$ cat config.mk
export PLATFORM = sky130hd
export DESIGN_NAME = vectored_irq_with_timer
export DESIGN_NICKNAME = d
export VERILOG_FILES = /design/src/hw/vectored_irq_pkg.sv /design/src/hw/vectored_irq_with_timer.sv
export SDC_FILE = /design/constraint.sdc
export NUM_CORES = 1
export LEC_CHECK = 0
export BUFFER_PORTS_ARGS = -buffer_cell sky130_fd_sc_hd__buf_2
export CAP_MARGIN = 20
export CORE_ASPECT_RATIO = 1.1
export CORE_MARGIN = 1
export CORE_UTILIZATION = 61
export CTS_BUF_LIST = sky130_fd_sc_hd__clkbuf_8
export DETAILED_ROUTE_END_ITERATION = 7
export PLACE_DENSITY = 0.88
export SLEW_MARGIN = 20
export SYNTH_ARGS = -nofsm -noshare
export SYNTH_HDL_FRONTEND = slang
export SYNTH_SLANG_ARGS = --single-unit
$ cat constraint.sdc
create_clock -name ref_clk -period 6 [get_ports ref_clk]
set_input_delay 1.2 -clock ref_clk [delete_from_list [all_inputs] [get_ports ref_clk]]
set_output_delay 1.2 -clock ref_clk [all_outputs]
set_load 0.01 [all_outputs]
$ cat src/hw/vectored_irq_pkg.sv
package vectored_irq_pkg;

    // register indices; byte address is four times the index
    localparam logic [7:0] IDX_TIMER_MODE  = 8'hF1;
    localparam logic [7:0] IDX_TIMER_COUNT = 8'hF4;
    localparam logic [7:0] IDX_PRESCALE    = 8'hF5;
    localparam logic [7:0] IDX_PRIORITY    = 8'hF9;
    localparam logic [7:0] IDX_PENDING     = 8'hFA;
    localparam logic [7:0] IDX_MASK        = 8'hFB;
    localparam logic [7:0] IDX_EVT_STATUS  = 8'hE0;
    localparam logic [7:0] IDX_EVT_MASK    = 8'hE1;
    localparam logic [7:0] IDX_PIN_CONFIG  = 8'hE2;

    // field positions
    localparam int TMR_LOAD_BIT    = 0;
    localparam int TMR_RUN_BIT     = 1;
    localparam int PRE_CONT_BIT    = 0;
    localparam int PRE_VALUE_LSB   = 2;
    localparam int MASK_GLOBAL_BIT = 7;
    localparam int HOT_BIT         = 7;
    localparam int WARM_BIT        = 6;
    localparam int EVT_TIMER       = 0;
    localparam int EVT_STOP_WAKE   = 1;
    localparam int EVT_WATCHDOG    = 2;
    localparam int EVT_GRANT       = 3;

    // sizes and vector layout
    localparam int          NUM_SOURCES   = 5;
    localparam int          NUM_PINS      = 4;
    localparam int          ROW_WIDTH     = 8;
    localparam logic [15:0] VECTOR_BASE   = 16'h0000;
    localparam logic [15:0] VECTOR_STRIDE = 16'h0002;

    // values after reset
    localparam logic [7:0] RST_MASK     = 8'h00;
    localparam logic [2:0] RST_PRIORITY = 3'h0;
    localparam logic [3:0] RST_PIN_CFG  = 4'h0;
    localparam logic [5:0] RST_PRESCALE = 6'h00;
    localparam logic [7:0] RST_COUNT    = 8'h00;
    localparam logic [3:0] RST_EVT      = 4'h0;

    // core side of the vectored request
    typedef struct packed {
        logic        grant;    // one-cycle pulse: core accepts the presented source
        logic        iret;     // one-cycle pulse: service over, unblock interrupts
    } coreIn_t;

    typedef struct packed {
        logic        intReq;   // an enabled request is waiting
        logic [2:0]  source;   // presented source number
        logic [15:0] vector;   // program address of its vector pair
    } coreOut_t;

    // rotating priority: start is the favoured source, then upward
    function automatic logic [2:0] pickSource(input logic [4:0] req, input logic [2:0] start);
        logic [2:0] idx;
        logic [2:0] found;
        logic       hit;
        found = 3'h0;
        hit   = 1'b0;
        for (int i = 0; i < NUM_SOURCES; i++) begin
            idx = 3'((int'(start) + i) % NUM_SOURCES);
            if (!hit && req[idx]) begin
                found = idx;
                hit   = 1'b1;
            end
        end
        return found;
    endfunction : pickSource

    // high-to-low transitions between two samples
    function automatic logic [7:0] fallEdge(input logic [7:0] prev, input logic [7:0] cur);
        return prev & ~cur;
    endfunction : fallEdge

endpackage : vectored_irq_pkg

$ cat src/hw/vectored_irq_with_timer.sv
// The implementer's own choice: the Avalon-MM register port.
`timescale 1ns/10ps
`default_nettype none

module vectored_irq_with_timer
    import vectored_irq_pkg::*;
(
    // clock and reset
    input  wire logic                 ref_clk,
    input  wire logic                 sys_rst,
    // avalon-mm slave
    input  wire logic [9:0]           address,
    input  wire logic                 read,
    input  wire logic                 write,
    input  wire logic [31:0]          writedata,
    input  wire logic [3:0]           byteenable,
    output logic      [31:0]          readdata,
    output logic                      waitrequest,
    // external request pins
    input  wire logic [NUM_PINS-1:0]  requestInputPins,
    // processor core
    input  wire coreIn_t              coreIn,
    output coreOut_t                  coreOut,
    // power management
    input  wire logic                 haltMode,
    input  wire logic                 stopMode,
    input  wire logic                 wdtTimeout,
    input  wire logic [ROW_WIDTH-1:0] rowPins,
    input  wire logic                 hostData,
    output logic                      haltWake,
    output logic                      stopWake,
    // event interrupt
    output logic                      irq
);

    // bus state
    logic        waitReq_q;
    logic [31:0] readData_q;
    logic [7:0]  rdVal;
    logic [7:0]  busIdx;
    logic        busReq;
    logic        busDone;
    logic        wrStb;
    logic        rdStb;
    logic        wrMode;

    // timer state
    logic [7:0]  count_q;
    logic [7:0]  initVal_q;
    logic [5:0]  preCount_q;
    logic [5:0]  preSet_q;
    logic        contMode_q;
    logic        run_q;
    logic        preEnd;
    logic        timerTc;
    logic        timerLoad;

    // interrupt state
    logic [4:0]  pending_q;
    logic [4:0]  pending_d;
    logic [7:0]  mask_q;
    logic [2:0]  priority_q;
    logic [3:0]  pinCfg_q;
    logic [3:0]  pinPrev_q;
    logic [4:0]  srcEvents;
    logic [7:0]  pinFall;
    logic [4:0]  enabledReq;
    logic        anyReq;
    logic [2:0]  selSource;
    logic        grantStb;
    coreOut_t    coreOut_q;

    // power state
    logic        hotFlag_q;
    logic        warmFlag_q;
    logic        stopPrev_q;
    logic [7:0]  rowPrev_q;
    logic        hostPrev_q;
    logic        wakeEvt;
    logic        haltWake_q;
    logic        stopWake_q;
    logic        pendRead;
    logic        stopEntry;

    // event status
    logic [3:0]  evtStatus_q;
    logic [3:0]  evtMask_q;
    logic [3:0]  evtSet;
    logic        irq_q;

    // watchdog time-out resets control state but not the bus registers, the hot-start bit, or the event status, mask and irq registers
    logic        softRst;
    assign softRst = sys_rst | wdtTimeout;

    // bus decode; only byte lane 0 carries register data
    assign busIdx  = address[9:2];
    assign busReq  = read | write;
    assign busDone = busReq & ~waitReq_q;
    assign wrStb   = busDone & write & byteenable[0];
    assign rdStb   = busDone & read;
    assign wrMode  = wrStb & (busIdx == IDX_TIMER_MODE);

    // every access takes two cycles: waitrequest drops for one cycle only
    // the master must hold its request through the wait cycle
    always_ff @(posedge ref_clk) begin
        if (sys_rst) begin
            waitReq_q <= 1'b1;
        end else begin
            waitReq_q <= ~(busReq & waitReq_q);
        end
    end

    // read data is captured one edge ahead of completion and held
    // capturing early lets readdata come straight from a flip-flop
    always_ff @(posedge ref_clk) begin
        if (sys_rst) begin
            readData_q <= 32'h0000_0000;
        end else if (busReq && waitReq_q) begin
            readData_q <= {24'h00_0000, (read ? rdVal : 8'h00)};
        end
    end

    // read mux; write-only registers and unmapped indices read zero
    always_comb begin
        case (busIdx)
            IDX_TIMER_MODE:  rdVal = {6'h00, run_q, 1'b0};
            IDX_TIMER_COUNT: rdVal = count_q;
            IDX_PRESCALE:    rdVal = 8'h00;
            IDX_PRIORITY:    rdVal = 8'h00;
            IDX_PENDING:     rdVal = {hotFlag_q, warmFlag_q, 1'b0, pending_q};
            IDX_MASK:        rdVal = mask_q;
            IDX_EVT_STATUS:  rdVal = {4'h0, evtStatus_q};
            IDX_EVT_MASK:    rdVal = {4'h0, evtMask_q};
            IDX_PIN_CONFIG:  rdVal = {4'h0, pinCfg_q};
            default:         rdVal = 8'h00;
        endcase
    end

    // prescaler setting and counter mode; writing the count sets the initial value
    always_ff @(posedge ref_clk) begin
        if (softRst) begin
            preSet_q   <= RST_PRESCALE;
            contMode_q <= 1'b0;
            initVal_q  <= RST_COUNT;
        end else if (wrStb) begin
            if (busIdx == IDX_PRESCALE) begin
                preSet_q   <= writedata[PRE_VALUE_LSB +: 6];
                contMode_q <= writedata[PRE_CONT_BIT];
            end
            if (busIdx == IDX_TIMER_COUNT) begin
                initVal_q <= writedata[7:0];
            end
        end
    end

    // a zero setting means a full wrap, so 0 gives 64 or 256
    assign timerLoad = wrMode && writedata[TMR_LOAD_BIT];
    assign preEnd    = run_q && (preCount_q == 6'h01);
    assign timerTc   = preEnd && (count_q == 8'h01);

    // prescaler and counter; reading never touches them
    always_ff @(posedge ref_clk) begin
        if (softRst) begin
            preCount_q <= RST_PRESCALE;
            count_q    <= RST_COUNT;
        end else if (timerLoad) begin
            preCount_q <= preSet_q;
            count_q    <= initVal_q;
        end else if (run_q) begin
            if (preEnd) begin
                preCount_q <= preSet_q;
                if (count_q == 8'h01) begin
                    count_q <= contMode_q ? initVal_q : 8'h00;
                end else begin
                    count_q <= count_q - 8'h01;
                end
            end else begin
                preCount_q <= preCount_q - 6'h01;
            end
        end
    end

    // run control: start or stop by write, single pass halts itself at zero
    always_ff @(posedge ref_clk) begin
        if (softRst) begin
            run_q <= 1'b0;
        end else if (wrMode) begin
            run_q <= writedata[TMR_RUN_BIT];
        end else if (timerTc && !contMode_q) begin
            run_q <= 1'b0;
        end
    end

    // priority and pin configuration
    always_ff @(posedge ref_clk) begin
        if (softRst) begin
            priority_q <= RST_PRIORITY;
            pinCfg_q   <= RST_PIN_CFG;
        end else if (wrStb) begin
            if (busIdx == IDX_PRIORITY) begin
                priority_q <= writedata[2:0];
            end
            if (busIdx == IDX_PIN_CONFIG) begin
                pinCfg_q <= writedata[3:0];
            end
        end
    end

    // pin sampling for edge detection; pins are taken as synchronous
    // history resets to the pulled-up idle level, so reset makes no false edge
    always_ff @(posedge ref_clk) begin
        if (softRst) begin
            pinPrev_q <= 4'hF;
        end else begin
            pinPrev_q <= requestInputPins;
        end
    end

    // sources: falling edge on a configured pin, or timer end of count
    assign pinFall        = fallEdge({4'h0, pinPrev_q}, {4'h0, requestInputPins});
    assign srcEvents[3:0] = pinFall[3:0] & pinCfg_q;
    assign srcEvents[4]   = timerTc;

    // pending bits latch regardless of mask; new events win over clears
    always_comb begin
        pending_d = pending_q;
        if (wrStb && busIdx == IDX_PENDING) begin
            pending_d = writedata[4:0];
        end
        if (grantStb) begin
            pending_d = pending_d & ~(5'h01 << coreOut_q.source);
        end
        pending_d = pending_d | srcEvents;
    end

    always_ff @(posedge ref_clk) begin
        if (softRst) begin
            pending_q <= 5'h00;
        end else begin
            pending_q <= pending_d;
        end
    end

    // mask: grant drops the global enable, return from service restores it
    assign grantStb = coreIn.grant & coreOut_q.intReq;

    always_ff @(posedge ref_clk) begin
        if (softRst) begin
            mask_q <= RST_MASK;
        end else if (wrStb && busIdx == IDX_MASK) begin
            mask_q <= writedata[7:0];
        end else if (grantStb) begin
            mask_q[MASK_GLOBAL_BIT] <= 1'b0;
        end else if (coreIn.iret) begin
            mask_q[MASK_GLOBAL_BIT] <= 1'b1;
        end
    end

    // selection of the one request to present
    assign enabledReq = pending_q & mask_q[4:0];
    assign anyReq     = mask_q[MASK_GLOBAL_BIT] & (|enabledReq);
    assign selSource  = pickSource(enabledReq, priority_q);

    // presented request is registered, so the core sees a stable pair
    always_ff @(posedge ref_clk) begin
        if (softRst) begin
            coreOut_q <= '0;
        end else begin
            coreOut_q.intReq <= anyReq & ~grantStb;
            coreOut_q.source <= selSource;
            coreOut_q.vector <= VECTOR_BASE + ({13'h0000, selSource} * VECTOR_STRIDE);
        end
    end

    // halt leaves timer and pins running; any enabled request wakes the core
    always_ff @(posedge ref_clk) begin
        if (softRst) begin
            haltWake_q <= 1'b0;
        end else begin
            haltWake_q <= haltMode & (|enabledReq);
        end
    end

    // stop-mode recovery: falling row or host data edge while stopped
    assign wakeEvt = stopMode
                     & ((|fallEdge(rowPrev_q, rowPins)) | (hostPrev_q & ~hostData));

    always_ff @(posedge ref_clk) begin
        if (softRst) begin
            rowPrev_q  <= 8'hFF;
            hostPrev_q <= 1'b1;
            stopPrev_q <= 1'b0;
            stopWake_q <= 1'b0;
        end else begin
            rowPrev_q  <= rowPins;
            hostPrev_q <= hostData;
            stopPrev_q <= stopMode;
            stopWake_q <= wakeEvt;
        end
    end

    // clear-on-read strobe shared by the two status flags, and stop entry for the warm flag
    assign pendRead  = rdStb && (busIdx == IDX_PENDING);
    assign stopEntry = stopMode && !stopPrev_q;

    // hot-start flag survives the watchdog reset it reports; power-up clears it
    // a time-out in the cycle of a read keeps the flag, so no event is lost
    always_ff @(posedge ref_clk) begin
        if (sys_rst) begin
            hotFlag_q <= 1'b0;
        end else if (wdtTimeout) begin
            hotFlag_q <= 1'b1;
        end else if (pendRead) begin
            hotFlag_q <= 1'b0;
        end
    end

    // warm flag: set entering stop; a reset wake clears it, a stop-recovery wake keeps it
    // stop entry in the cycle of a read wins in the same way
    always_ff @(posedge ref_clk) begin
        if (softRst) begin
            warmFlag_q <= 1'b0;
        end else if (stopEntry) begin
            warmFlag_q <= 1'b1;
        end else if (pendRead) begin
            warmFlag_q <= 1'b0;
        end
    end

    // sticky event status, write one to clear; a set in the same cycle wins
    assign evtSet[EVT_TIMER]     = timerTc;
    assign evtSet[EVT_STOP_WAKE] = wakeEvt;
    assign evtSet[EVT_WATCHDOG]  = wdtTimeout;
    assign evtSet[EVT_GRANT]     = grantStb;

    // sys_rst only, so a watchdog event stays visible after its own reset
    always_ff @(posedge ref_clk) begin
        if (sys_rst) begin
            evtStatus_q <= RST_EVT;
        end else if (wrStb && busIdx == IDX_EVT_STATUS) begin
            evtStatus_q <= (evtStatus_q & ~writedata[3:0]) | evtSet;
        end else begin
            evtStatus_q <= evtStatus_q | evtSet;
        end
    end

    always_ff @(posedge ref_clk) begin
        if (sys_rst) begin
            evtMask_q <= RST_EVT;
        end else if (wrStb && busIdx == IDX_EVT_MASK) begin
            evtMask_q <= writedata[3:0];
        end
    end

    // level interrupt, one cycle behind the status bits
    always_ff @(posedge ref_clk) begin
        if (sys_rst) begin
            irq_q <= 1'b0;
        end else begin
            irq_q <= |(evtStatus_q & evtMask_q);
        end
    end

    // outputs straight from flip-flops
    assign readdata    = readData_q;
    assign waitrequest = waitReq_q;
    assign coreOut     = coreOut_q;
    assign haltWake    = haltWake_q;
    assign stopWake    = stopWake_q;
    assign irq         = irq_q;

endmodule : vectored_irq_with_timer

`default_nettype wire

### Word level (Yosys, flattened, before mapping)

Index checks and enable logic that the tools add are counted.

| storage, ports and cells | value |
|---|---|
| input port bits | 68 |
| output and inout bits | 56 |
| logic and storage cells | 163 |
| register bits after elaboration | 103 |

| operators by class | value |
|---|---|
| order comparisons | 5 |
| multiplexer cells | 40 |
| equality and inequality tests | 11 |
| divide/modulo/power cells | 5 |
| shift-type cells | 1 |
| reduce and logical (&&, ||, !) cells | 35 |
| bitwise operators | 33 |
| add/subtract/negate cells | 6 |

Operator list:

| cell | number |
|---|---|
| remainder unit 32 x 4 -> 32 bit, second input constant | 4 |
| equality test 8 bit, second input constant | 9 |
| case mux 8 bit (7 select lines) | 1 |
| two-way mux 8 bit | 6 |
| remainder unit 4 x 4 -> 32 bit, second input constant | 1 |
| < comparator 3 x 4 -> 1 bit, second input constant | 5 |
| two-way mux 6 bit | 3 |
| two-way mux 1 bit | 17 |
| bitwise AND 4 bit | 4 |
| binary-select mux 1 bit (select 3 bit) | 5 |
| logical AND 1 bit | 15 |
| two-way mux 3 bit | 5 |
| bitwise AND 1 bit | 12 |
| bitwise AND 5 bit | 2 |
| two-way mux 5 bit | 2 |
| AND reduction 2 bit | 5 |
| nonzero test 2 bit | 5 |
| adder 3 x 2 -> 4 bit, second input constant | 2 |
| bitwise AND 8 bit | 1 |
| equality test 8 x 1 -> 1 bit, second input constant | 1 |
| NOT 4 bit | 2 |
| NOT 8 bit | 1 |
| OR 4 bit | 2 |
| OR reduction 8 bit | 1 |
| 15 further kinds | 25 |

### Longest topological paths before layout

Gate-level depths: netlist (run 1).

| depth | value |
|---|---|
| word-level depth | 16 |
| depth in mapped cells | 19 |
| depth with buffers taken out | 17 |

### Worst setup path after synthesis (run 1)

Ideal clock, no wire load.

| path | value |
|---|---|
| path kind | register -> register |
| start | register priority_q[0] |
| end | register coreOut_q, in the netlist coreOut[1] |
| required time | 5868 ps |
| clock period less this slack | 4122 ps |
| path slack | 1878 ps |
| path buffers | 2 |
| cell stages (with the launch flop) | 20 |
| setup time | 132 ps |
| data arrival time | 3990 ps |
| path through | dfxtp_1 buf_2 inv_2 ha_1 buf_2 xnor2_1 inv_1 ha_1 nor2_1 a21oi_1 xnor2_1 ha_1 nor2b_1 o21ai_0 a2bb2oi_2 mux2_2 nor3_1 nor2_1 o221ai_1 a21oi_1 |

| on the way | value |
|---|---|
| longest elaborated chain between the ends | 16 |
| elaborated cells on any way between the ends | 36 |
| classes of those cells | 4 x add/sub; 5 x div; 19 x mux; 8 x reduce/logical |

Ends and longest elaborated chain:

| element | RTL line | text |
|---|---|---|
| start, declared | vectored_irq_with_timer.sv:62 | `logic [2:0] priority_q;` |
| start signal, assigned | vectored_irq_with_timer.sv:201 | `priority_q <= writedata[2:0];` |
| parallel branches: the longest is 15 deep, another holds remainder unit 32 x 4 -> 32 bit | -- |  |
| two-way mux 3 bit (*) | vectored_irq_pkg.sv:63 | `if (!hit && req[idx]) begin` |
| end, declared | vectored_irq_with_timer.sv:71 | `coreOut_t coreOut_q;` |

Mark *: on every way between the ends. The select of a mux whose other input is x is not followed.
A chain may end at the register's enable or synchronous reset.

### Final worst setup path (run 1)

| path | value |
|---|---|
| start | register priority_q[1] |
| end | register coreOut_q, in the netlist coreOut[1] |

Same word-level chain as after synthesis.

==> results of run 1 <==
[per-layer routing]
layer | GRT usage [%] | vias up | share of wire [%]
met1 | 34.20 | 2371 | 42
li1 | - | 2460 | -
met3 | 3.319 | 36 | 5.6
met4 | 13.25 | 0 | 2.6
met2 | 51.77 | 189 | 50
met5 | 0 | - | 0
[flip-flops by register name, summed over array words and instances (netlist names), 3 cells and up]
name	count
priority_q	3
count_q	8
pinPrev_q	4
rowPrev_q	8
evtMask_q	4
mask_q	8
evtStatus_q	4
readdata	8
initVal_q	8
preCount_q	6
pinCfg_q	4
coreOut	4
pending_q	5
preSet_q	6
[worst max-delay path: stages (launching register included)]
cell and delay (ns):
dfxtp_1 0.54, inv_1 0.27, ha_1 0.40, xnor2_1 0.33, inv_1 0.16, ha_1 0.25
nor2_1 0.15, a21oi_1 0.11, xnor2_1 0.42, ha_1 0.26, nor2b_1 0.20, o21ai_0 0.13
a2bb2oi_2 0.33, mux2_2 0.38, nor3_1 0.28, nor2_1 0.12, o221ai_1 0.21, a21oi_1 0.10
[synthesized netlist by cell type (4+ instances only)]
| library cell | number | area share (%) |
|---|---|---|
| a21oi_1 | 51 | 4.5 |
| nor4b_1 | 4 | 0.62 |
| nand4_1 | 4 | 0.44 |
| a31oi_1 | 9 | 1.0 |
| or2_2 | 5 | 0.55 |
| o21ai_0 | 21 | 1.9 |
| a211oi_1 | 8 | 1.1 |
| o211ai_1 | 6 | 0.80 |
| nor2b_1 | 9 | 1.0 |
| o22ai_1 | 4 | 0.44 |
| o21ai_1 | 4 | 0.35 |
| buf_2 | 4 | 0.35 |
| and3_1 | 5 | 0.55 |
| or3_1 | 6 | 0.66 |
| mux2i_1 | 45 | 8.0 |
| nor3b_1 | 4 | 0.53 |
| nor3_1 | 16 | 1.4 |
| nand2_1 | 71 | 4.7 |
| ha_1 | 24 | 5.3 |
| nor2_1 | 95 | 6.3 |
| dfxtp_1 | 90 | 32 |
| o31ai_1 | 6 | 0.80 |
| and2_1 | 5 | 0.55 |
| nand3_1 | 14 | 1.2 |
| nand2b_1 | 7 | 0.77 |
| mux2_2 | 10 | 2.0 |
| a22oi_1 | 14 | 1.9 |
| buf_4 | 41 | 5.4 |
| inv_1 | 28 | 1.9 |
| nand3b_1 | 4 | 0.53 |
| xnor2_1 | 7 | 1.1 |
| clkbuf_1 | 28 | 1.9 |
[layout make-up]
type | count | area [µm²] | share of cell area, %
well taps | 114 | 142.6 | 2.365
multi-input cells | 546 | 3460 | 57.35
clock inverters | 6 | 88.84 | 1.473
repair buffers | 58 | 292.8 | 4.854
flip-flops and latches | 90 | 1802 | 29.87
inverters | 29 | 108.9 | 1.805
clock buffers | 10 | 137.6 | 2.282
[metrics by stage]
stage / util, % / hold slack, ns / instances
floorplan: - / 0.4288 / 738
global placement: 64.93 / 0.4381 / 837
global route: 67.63 / 0.4810 / 853
detailed placement: 64.93 / 0.4473 / 837
finish: 67.63 / 0.4603 / 853
CTS: 67.47 / 0.4611 / 853
[power by group through the flow]
stage                     Sequential, mW  Clock [mW]  Combinational [mW]
final                              0.607       0.466              0.0702
after detailed placement           0.621           0              0.0680
after floorplan                    0.620           0              0.0606
after CTS                          0.607       0.469              0.0681
after global routing               0.608       0.488              0.0774
after global placement             0.620           0              0.0663
[final timing paths]
path,start,to,slack (ns),cells after the start
hold reg to reg,pinPrev_q[3]$_SDFF_PP1_,pending_q[3]$_SDFF_PP0_,0.46,2
setup / recovery,priority_q[1]$_SDFFE_PP0P_,coreOut[1]$_SDFF_PP0_,1.20,17
hold / removal,pinPrev_q[3]$_SDFF_PP1_,pending_q[3]$_SDFF_PP0_,0.46,2
setup reg to reg,priority_q[1]$_SDFFE_PP0P_,coreOut[1]$_SDFF_PP0_,1.20,17
[placed cells by master (no fill, tap or decap), types with 5 or more instances in the layout]
master / instances
a21oi_1: 51
and2_1: 5
o31ai_1: 6
mux2_2: 10
or2_2: 5
a31oi_1: 9
dfxtp_1: 90
conb_1: 37
nand3_1: 14
nor2_1: 95
o21ai_0: 21
a22oi_1: 14
mux2i_1: 45
o211ai_1: 6
nand2_1: 71
a211oi_1: 8
and3_1: 5
xnor2_1: 7
nor2b_1: 9
clkbuf_8: 10
or3_1: 6
buf_2: 57
nor3_1: 16
inv_1: 28
ha_1: 24
nand2b_1: 7
[cells by family after synthesis]
group,synth area share (%)
and+or+nand+nor,22.09
AOI/OAI and AO/OA,17.97
buffers and inverters,9.584
DFF,31.87
muxes,10.62
adders and majority gates,5.666
xor gates and xnor gates,2.125
other,0.06634
==> reports/qor.csv, run 1 <==
stage,metric,value,unit
setup_path,Worst setup EP type,register,
grt,antenna violations before repair,0,
yosys,Synth Cell Area,0.005653,mm²
detailed_routing,vias per inst,5.927,
final_layout,area delta synth->final,6.707,%
yosys,"Seq/Total Area, Yosys",31.87,%
grt,GR Util All Layers,28.73,%
power,Comb pwr share,6.1,%
min_path,HP Class,register to register,
detailed_routing,DRT antenna net count,0,
floorplan,effective utilization at floorplan,63.38,%
floorplan,Ports,124,
floorplan,Die W,93.79,µm
yosys,Synth async-reset ratio,0,%
floorplan,full die area,0.009657,mm²
clock_network,CTS buffer count,9,
sta,Tcrit/Tclk final,80.02,%
grt,remaining global-route overflow,0,
clock_network,setup bufs post-CTS,0,
floorplan,core area,0.008919,mm²
sta,setup TNS,0,ns
power,share of total power in the clock network,40.8,%
power,pwr/cell area,189.5,mW/mm²
setup_path,critical path required time,6.21,ns
final_layout,# diodes,0,
clock_network,Root Driver,clkbuf_8,
sta,fin crit period,4.801,ns
setup_path,crit start category,register,
sta,Slew headroom,28.22,%
run_status,outcome,finished clean,
yosys,"flops & latches, synth",90,
clock_network,H-tree Lvls,3,
floorplan,Die H,103.0,µm
sta,final slew viol count,0,
detailed_routing,Iter 0 DRT Violations,358,
sta,final worst setup slack,1.199,ns
grt,largest net degree at the start of global routing,55,
detailed_routing,post-route DRC violation count,0,
clock_network,clk sinks,90,
detailed_routing,Post-Route WL,13590,µm
place,I/O Buffers,57,
place,placed instance area,0.005791,mm²
power,Seq pwr share,53.1,%
clock_network,CTS Hold Bufs,0,
yosys,Synth warnings,0,
yosys,Main synth FF type,dfxtp_1,
power,switching share of power,23.85,%
clock_network,Worst-path clk slew,0.09,ns
clock_network,clock tree buffer depth,2,
sta,final-report setup violation count,0,
yosys,number of synthesized flops with an enable pin,0,
clock_network,cts repair resizes,0,
sta,RSZ-0062 raised after global routing,no,
power,Pwr Total,1.143,mW
detailed_routing,Via Count,5056,
final_layout,fillers,730,
setup_path,Critical Path Fanout Max,11,
clock_network,Worst-Skew Late Latency,0.38,ns
grt,first-pass GRT wire length,22000,µm
setup_path,Setup Crit Path Kind,register to register,
power,leakage,2.590,nW
power,Switch Pwr,0.2726,mW
detailed_routing,Routed WL per cell,15.93,µm
final_layout,share of cells above drive strength 1,13.94,%
final_layout,NumNets Final,827,
place,Post-Place Setup Slack,1.318,ns
detailed_routing,DR pass1 iterations,4,
sta,f_max,208.3,MHz
grt,vias in the first global route,4751,
setup_path,WP data arrival,5.01,ns
floorplan,row count,36,
power,Int Pwr,0.8704,mW
place,GPL Wtd Cong,0.9157,
final_layout,final instance area,0.006032,mm²
yosys,Cell variety after synth,69,
place,HPWL after DPL,9908,µm
clock_network,CTS tree,built,
power,maximum vdd drop,0.1865,mV
sta,Final Hold Viols,0,
yosys,Syn Area/Cell,8.053,µm²
yosys,Cells after Synth,702,
run,max_cap viols,0,
sta,post-route clock skew,0.01027,ns
sta,Least-Margin Pin Slew,1.062,ns
Power figures use the tool's default switching activity.
==> run 2, diff against run 1 <==
Settings changed: CORE_UTILIZATION 61 to 51, PLACE_DENSITY 0.88 to 0.79.
Clock period 6 ns to 3.85 ns, I/O delays scaled along.
==> reports/qor.csv, run 2 (synthesized netlist as in run 1, its figures left out) <==
stage,metric,value,unit
run_status,outcome,finished clean,
setup_path,Crit-path slowest cell,mux2_1,
power,Switch Pwr,0.4073,mW
sta,f_max,273.0,MHz
final_layout,fillers,960,
sta,Hold WS,0.4570,ns
sta,fin crit period,3.663,ns
floorplan,core area,0.01059,mm²
detailed_routing,Via Count,5161,
power,pwr/cell area,279.6,mW/mm²
grt,GR Util All Layers,24.56,%
run,max_cap viols,0,
grt,remaining global-route overflow,0,
floorplan,full die area,0.01151,mm²
power,Comb pwr share,6.2,%
final_layout,NumNets Final,852,
final_layout,share of cells above drive strength 1,17.80,%
min_path,HP Class,register to register,
grt,most used routing layer,met2,
floorplan,row count,39,
floorplan,Ports,124,
sta,post-route clock skew,0.01459,ns
final_layout,"commonest non-fill, non-tap cell in the layout",nor2_1,
grt,routing usage on met3,4.047,%
detailed_routing,DR pass1 iterations,5,
detailed_routing,post-route DRC violation count,0,
clock_network,clk sinks,90,
power,Seq pwr share,53.7,%
sta,Least-Margin Pin Slew,0.8746,ns
clock_network,CTS buffer count,9,
detailed_routing,Post-Route WL,13810,µm
grt,met1 usage,29.78,%
detailed_routing,Iter 0 DRT Violations,347,
setup_path,critical path's top delay family,compound AO/OA/AOI/OAI gates,
setup_path,Setup Crit Path Kind,register to register,
final_layout,area delta synth->final,11.31,%
final_layout,# diodes,0,
detailed_routing,Routed WL per cell,15.23,µm
clock_network,CTS tree,built,
place,HPWL after DPL,10320,µm
final_layout,sequential cell area,0.001802,mm²
setup_path,Critical Path Fanout Max,24,
power,share of total power in the clock network,40.0,%
final_layout,final cell count without fillers,907,
setup_path,crit start category,register,
grt,first-pass GRT wire length,22360,µm
grt,largest net degree at the start of global routing,44,
sta,Slew headroom,41.48,%
power,maximum vdd drop,0.3055,mV
detailed_routing,DRT antenna net count,0,
final_layout,Multi-input gate area,0.003503,mm²
clock_network,clock tree buffer depth,2,
floorplan,effective utilization at floorplan,53.39,%
grt,GR Layer Usage met2,42.46,%
clock_network,H-tree Lvls,3,
floorplan,Die W,102.4,µm
clock_network,Root Driver,clkbuf_8,
setup_path,Worst Path Buf+Inv,1,
sta,final slew viol count,0,
setup_path,WP data arrival,3.96,ns
sta,Tcrit/Tclk final,95.15,%
setup_path,critical path required time,4.15,ns
clock_network,Worst-Skew Late Latency,0.37,ns
sta,Final Hold Viols,0,
setup_path,largest incremental delay on the critical path,0.38,ns
power,Int Pwr,1.352,mW
grt,vias in the first global route,4735,
detailed_routing,vias per inst,5.690,
place,I/O Buffers,57,
place,Placed Cells incl. Taps,885,
setup_path,critical path cell sequence,buf_4 > ha_1 > xnor2_2 > nand2_1 > ha_1 > nand2b_1 > a22o_1 > o31ai_4 > mux2_1 > o2bb2ai_2 > mux2_1 > a2bb2oi_1 > a21oi_1,
power,leakage,2.744,nW
place,GPL Wtd Cong,0.9654,
power,switching share of power,23.15,%
floorplan,Die H,112.4,µm
sta,final-report setup violation count,0,
setup_path,Worst setup EP type,register,
grt,antenna violations before repair,0,
clock_network,Worst-path clk slew,0.09,ns
final_layout,most frequent cells in the layout,"nor2_1 (95), dfxtp_1 (90), nand2_1 (71)",
[run 2: changes by cell type in the layout (fill, tap and decap cells not counted), sizes merged]
cell / previous run / this run
clkinv: 1 / 2
buf: 58 / 83
clkinvlp: 2 / 1
[run 2: per-layer routing]
layer  vias to the layer above  part of all wire, %
li1                       2503                    -
met1                      2442                   42
met2                       183                   50
met3                        33                  5.3
met4                         0                  2.6
met5                         -                    0
[run 2: worst register-to-register path, delay by kind of cell, from the launching register on]
family	cells	cell delay, ns
adders and majority gates	2	0.60
and+or+nand+nor	2	0.28
muxes	2	0.75
AOI/OAI and AO/OA	5	1.14
DFF	1	0.35
xor gates and xnor gates	1	0.20
buffers and inverters	1	0.28
[run 2: power by group through the flow]
stage	combinational [mW]	clock, mW	sequential [mW]
2_1_floorplan	0.0945	0	0.966
3_3_place_gp	0.105	0	0.967
3_5_place_dp	0.107	0	0.967
4_1_cts	0.108	0.713	0.945
5_1_grt	0.121	0.754	0.947
6_report	0.109	0.705	0.945
[run 2: cell type report]
cell class	instances	area share [%]
sequential	90	28.63
clock buffer	10	2.187
multi-input combinational	546	55.68
tap	143	2.844
inverter	29	1.730
timing repair buffer	83	7.636
clock inverter	6	1.293
[run 2: repair_timing]
action / 4_1_cts / 5_1_grt
gates cloned: 0 / 0
setup endpoints to repair: 2 / 3
pin swaps: 1 / 5
setup buffers: 2 / 4
hold buffers: 0 / 0
resized for setup: 0 / 10
[run 2: worst paths after layout]
| check | cells past startpoint | start | slack [ns] | end |
|---|---|---|---|---|
| worst min register to register | 2 | pinPrev_q[3]$_SDFF_PP1_ | 0.46 | pending_q[3]$_SDFF_PP0_ |
| worst max register to register | 13 | priority_q[0]$_SDFFE_PP0P_ | 0.19 | coreOut[1]$_SDFF_PP0_ |
| worst max-delay path | 13 | priority_q[0]$_SDFFE_PP0P_ | 0.19 | coreOut[1]$_SDFF_PP0_ |
| worst min-delay path | 2 | pinPrev_q[3]$_SDFF_PP1_ | 0.46 | pending_q[3]$_SDFF_PP0_ |
[run 2: stage by stage]
step	util (%)	setup slack, ns	TNS (ns)	power, mW	area, µm²
6_report	59.42	0.1867	0	1.759	6292
5_1_grt	59.42	-0.02244	-0.02244	1.821	6292
4_1_cts	58.77	0.02168	0	1.766	6223
3_5_place_dp	56.56	-0.02348	-0.02625	1.075	5989
3_3_place_gp	56.56	0.1729	0	1.072	5989
2_1_floorplan	-	0.006162	0	1.061	5811
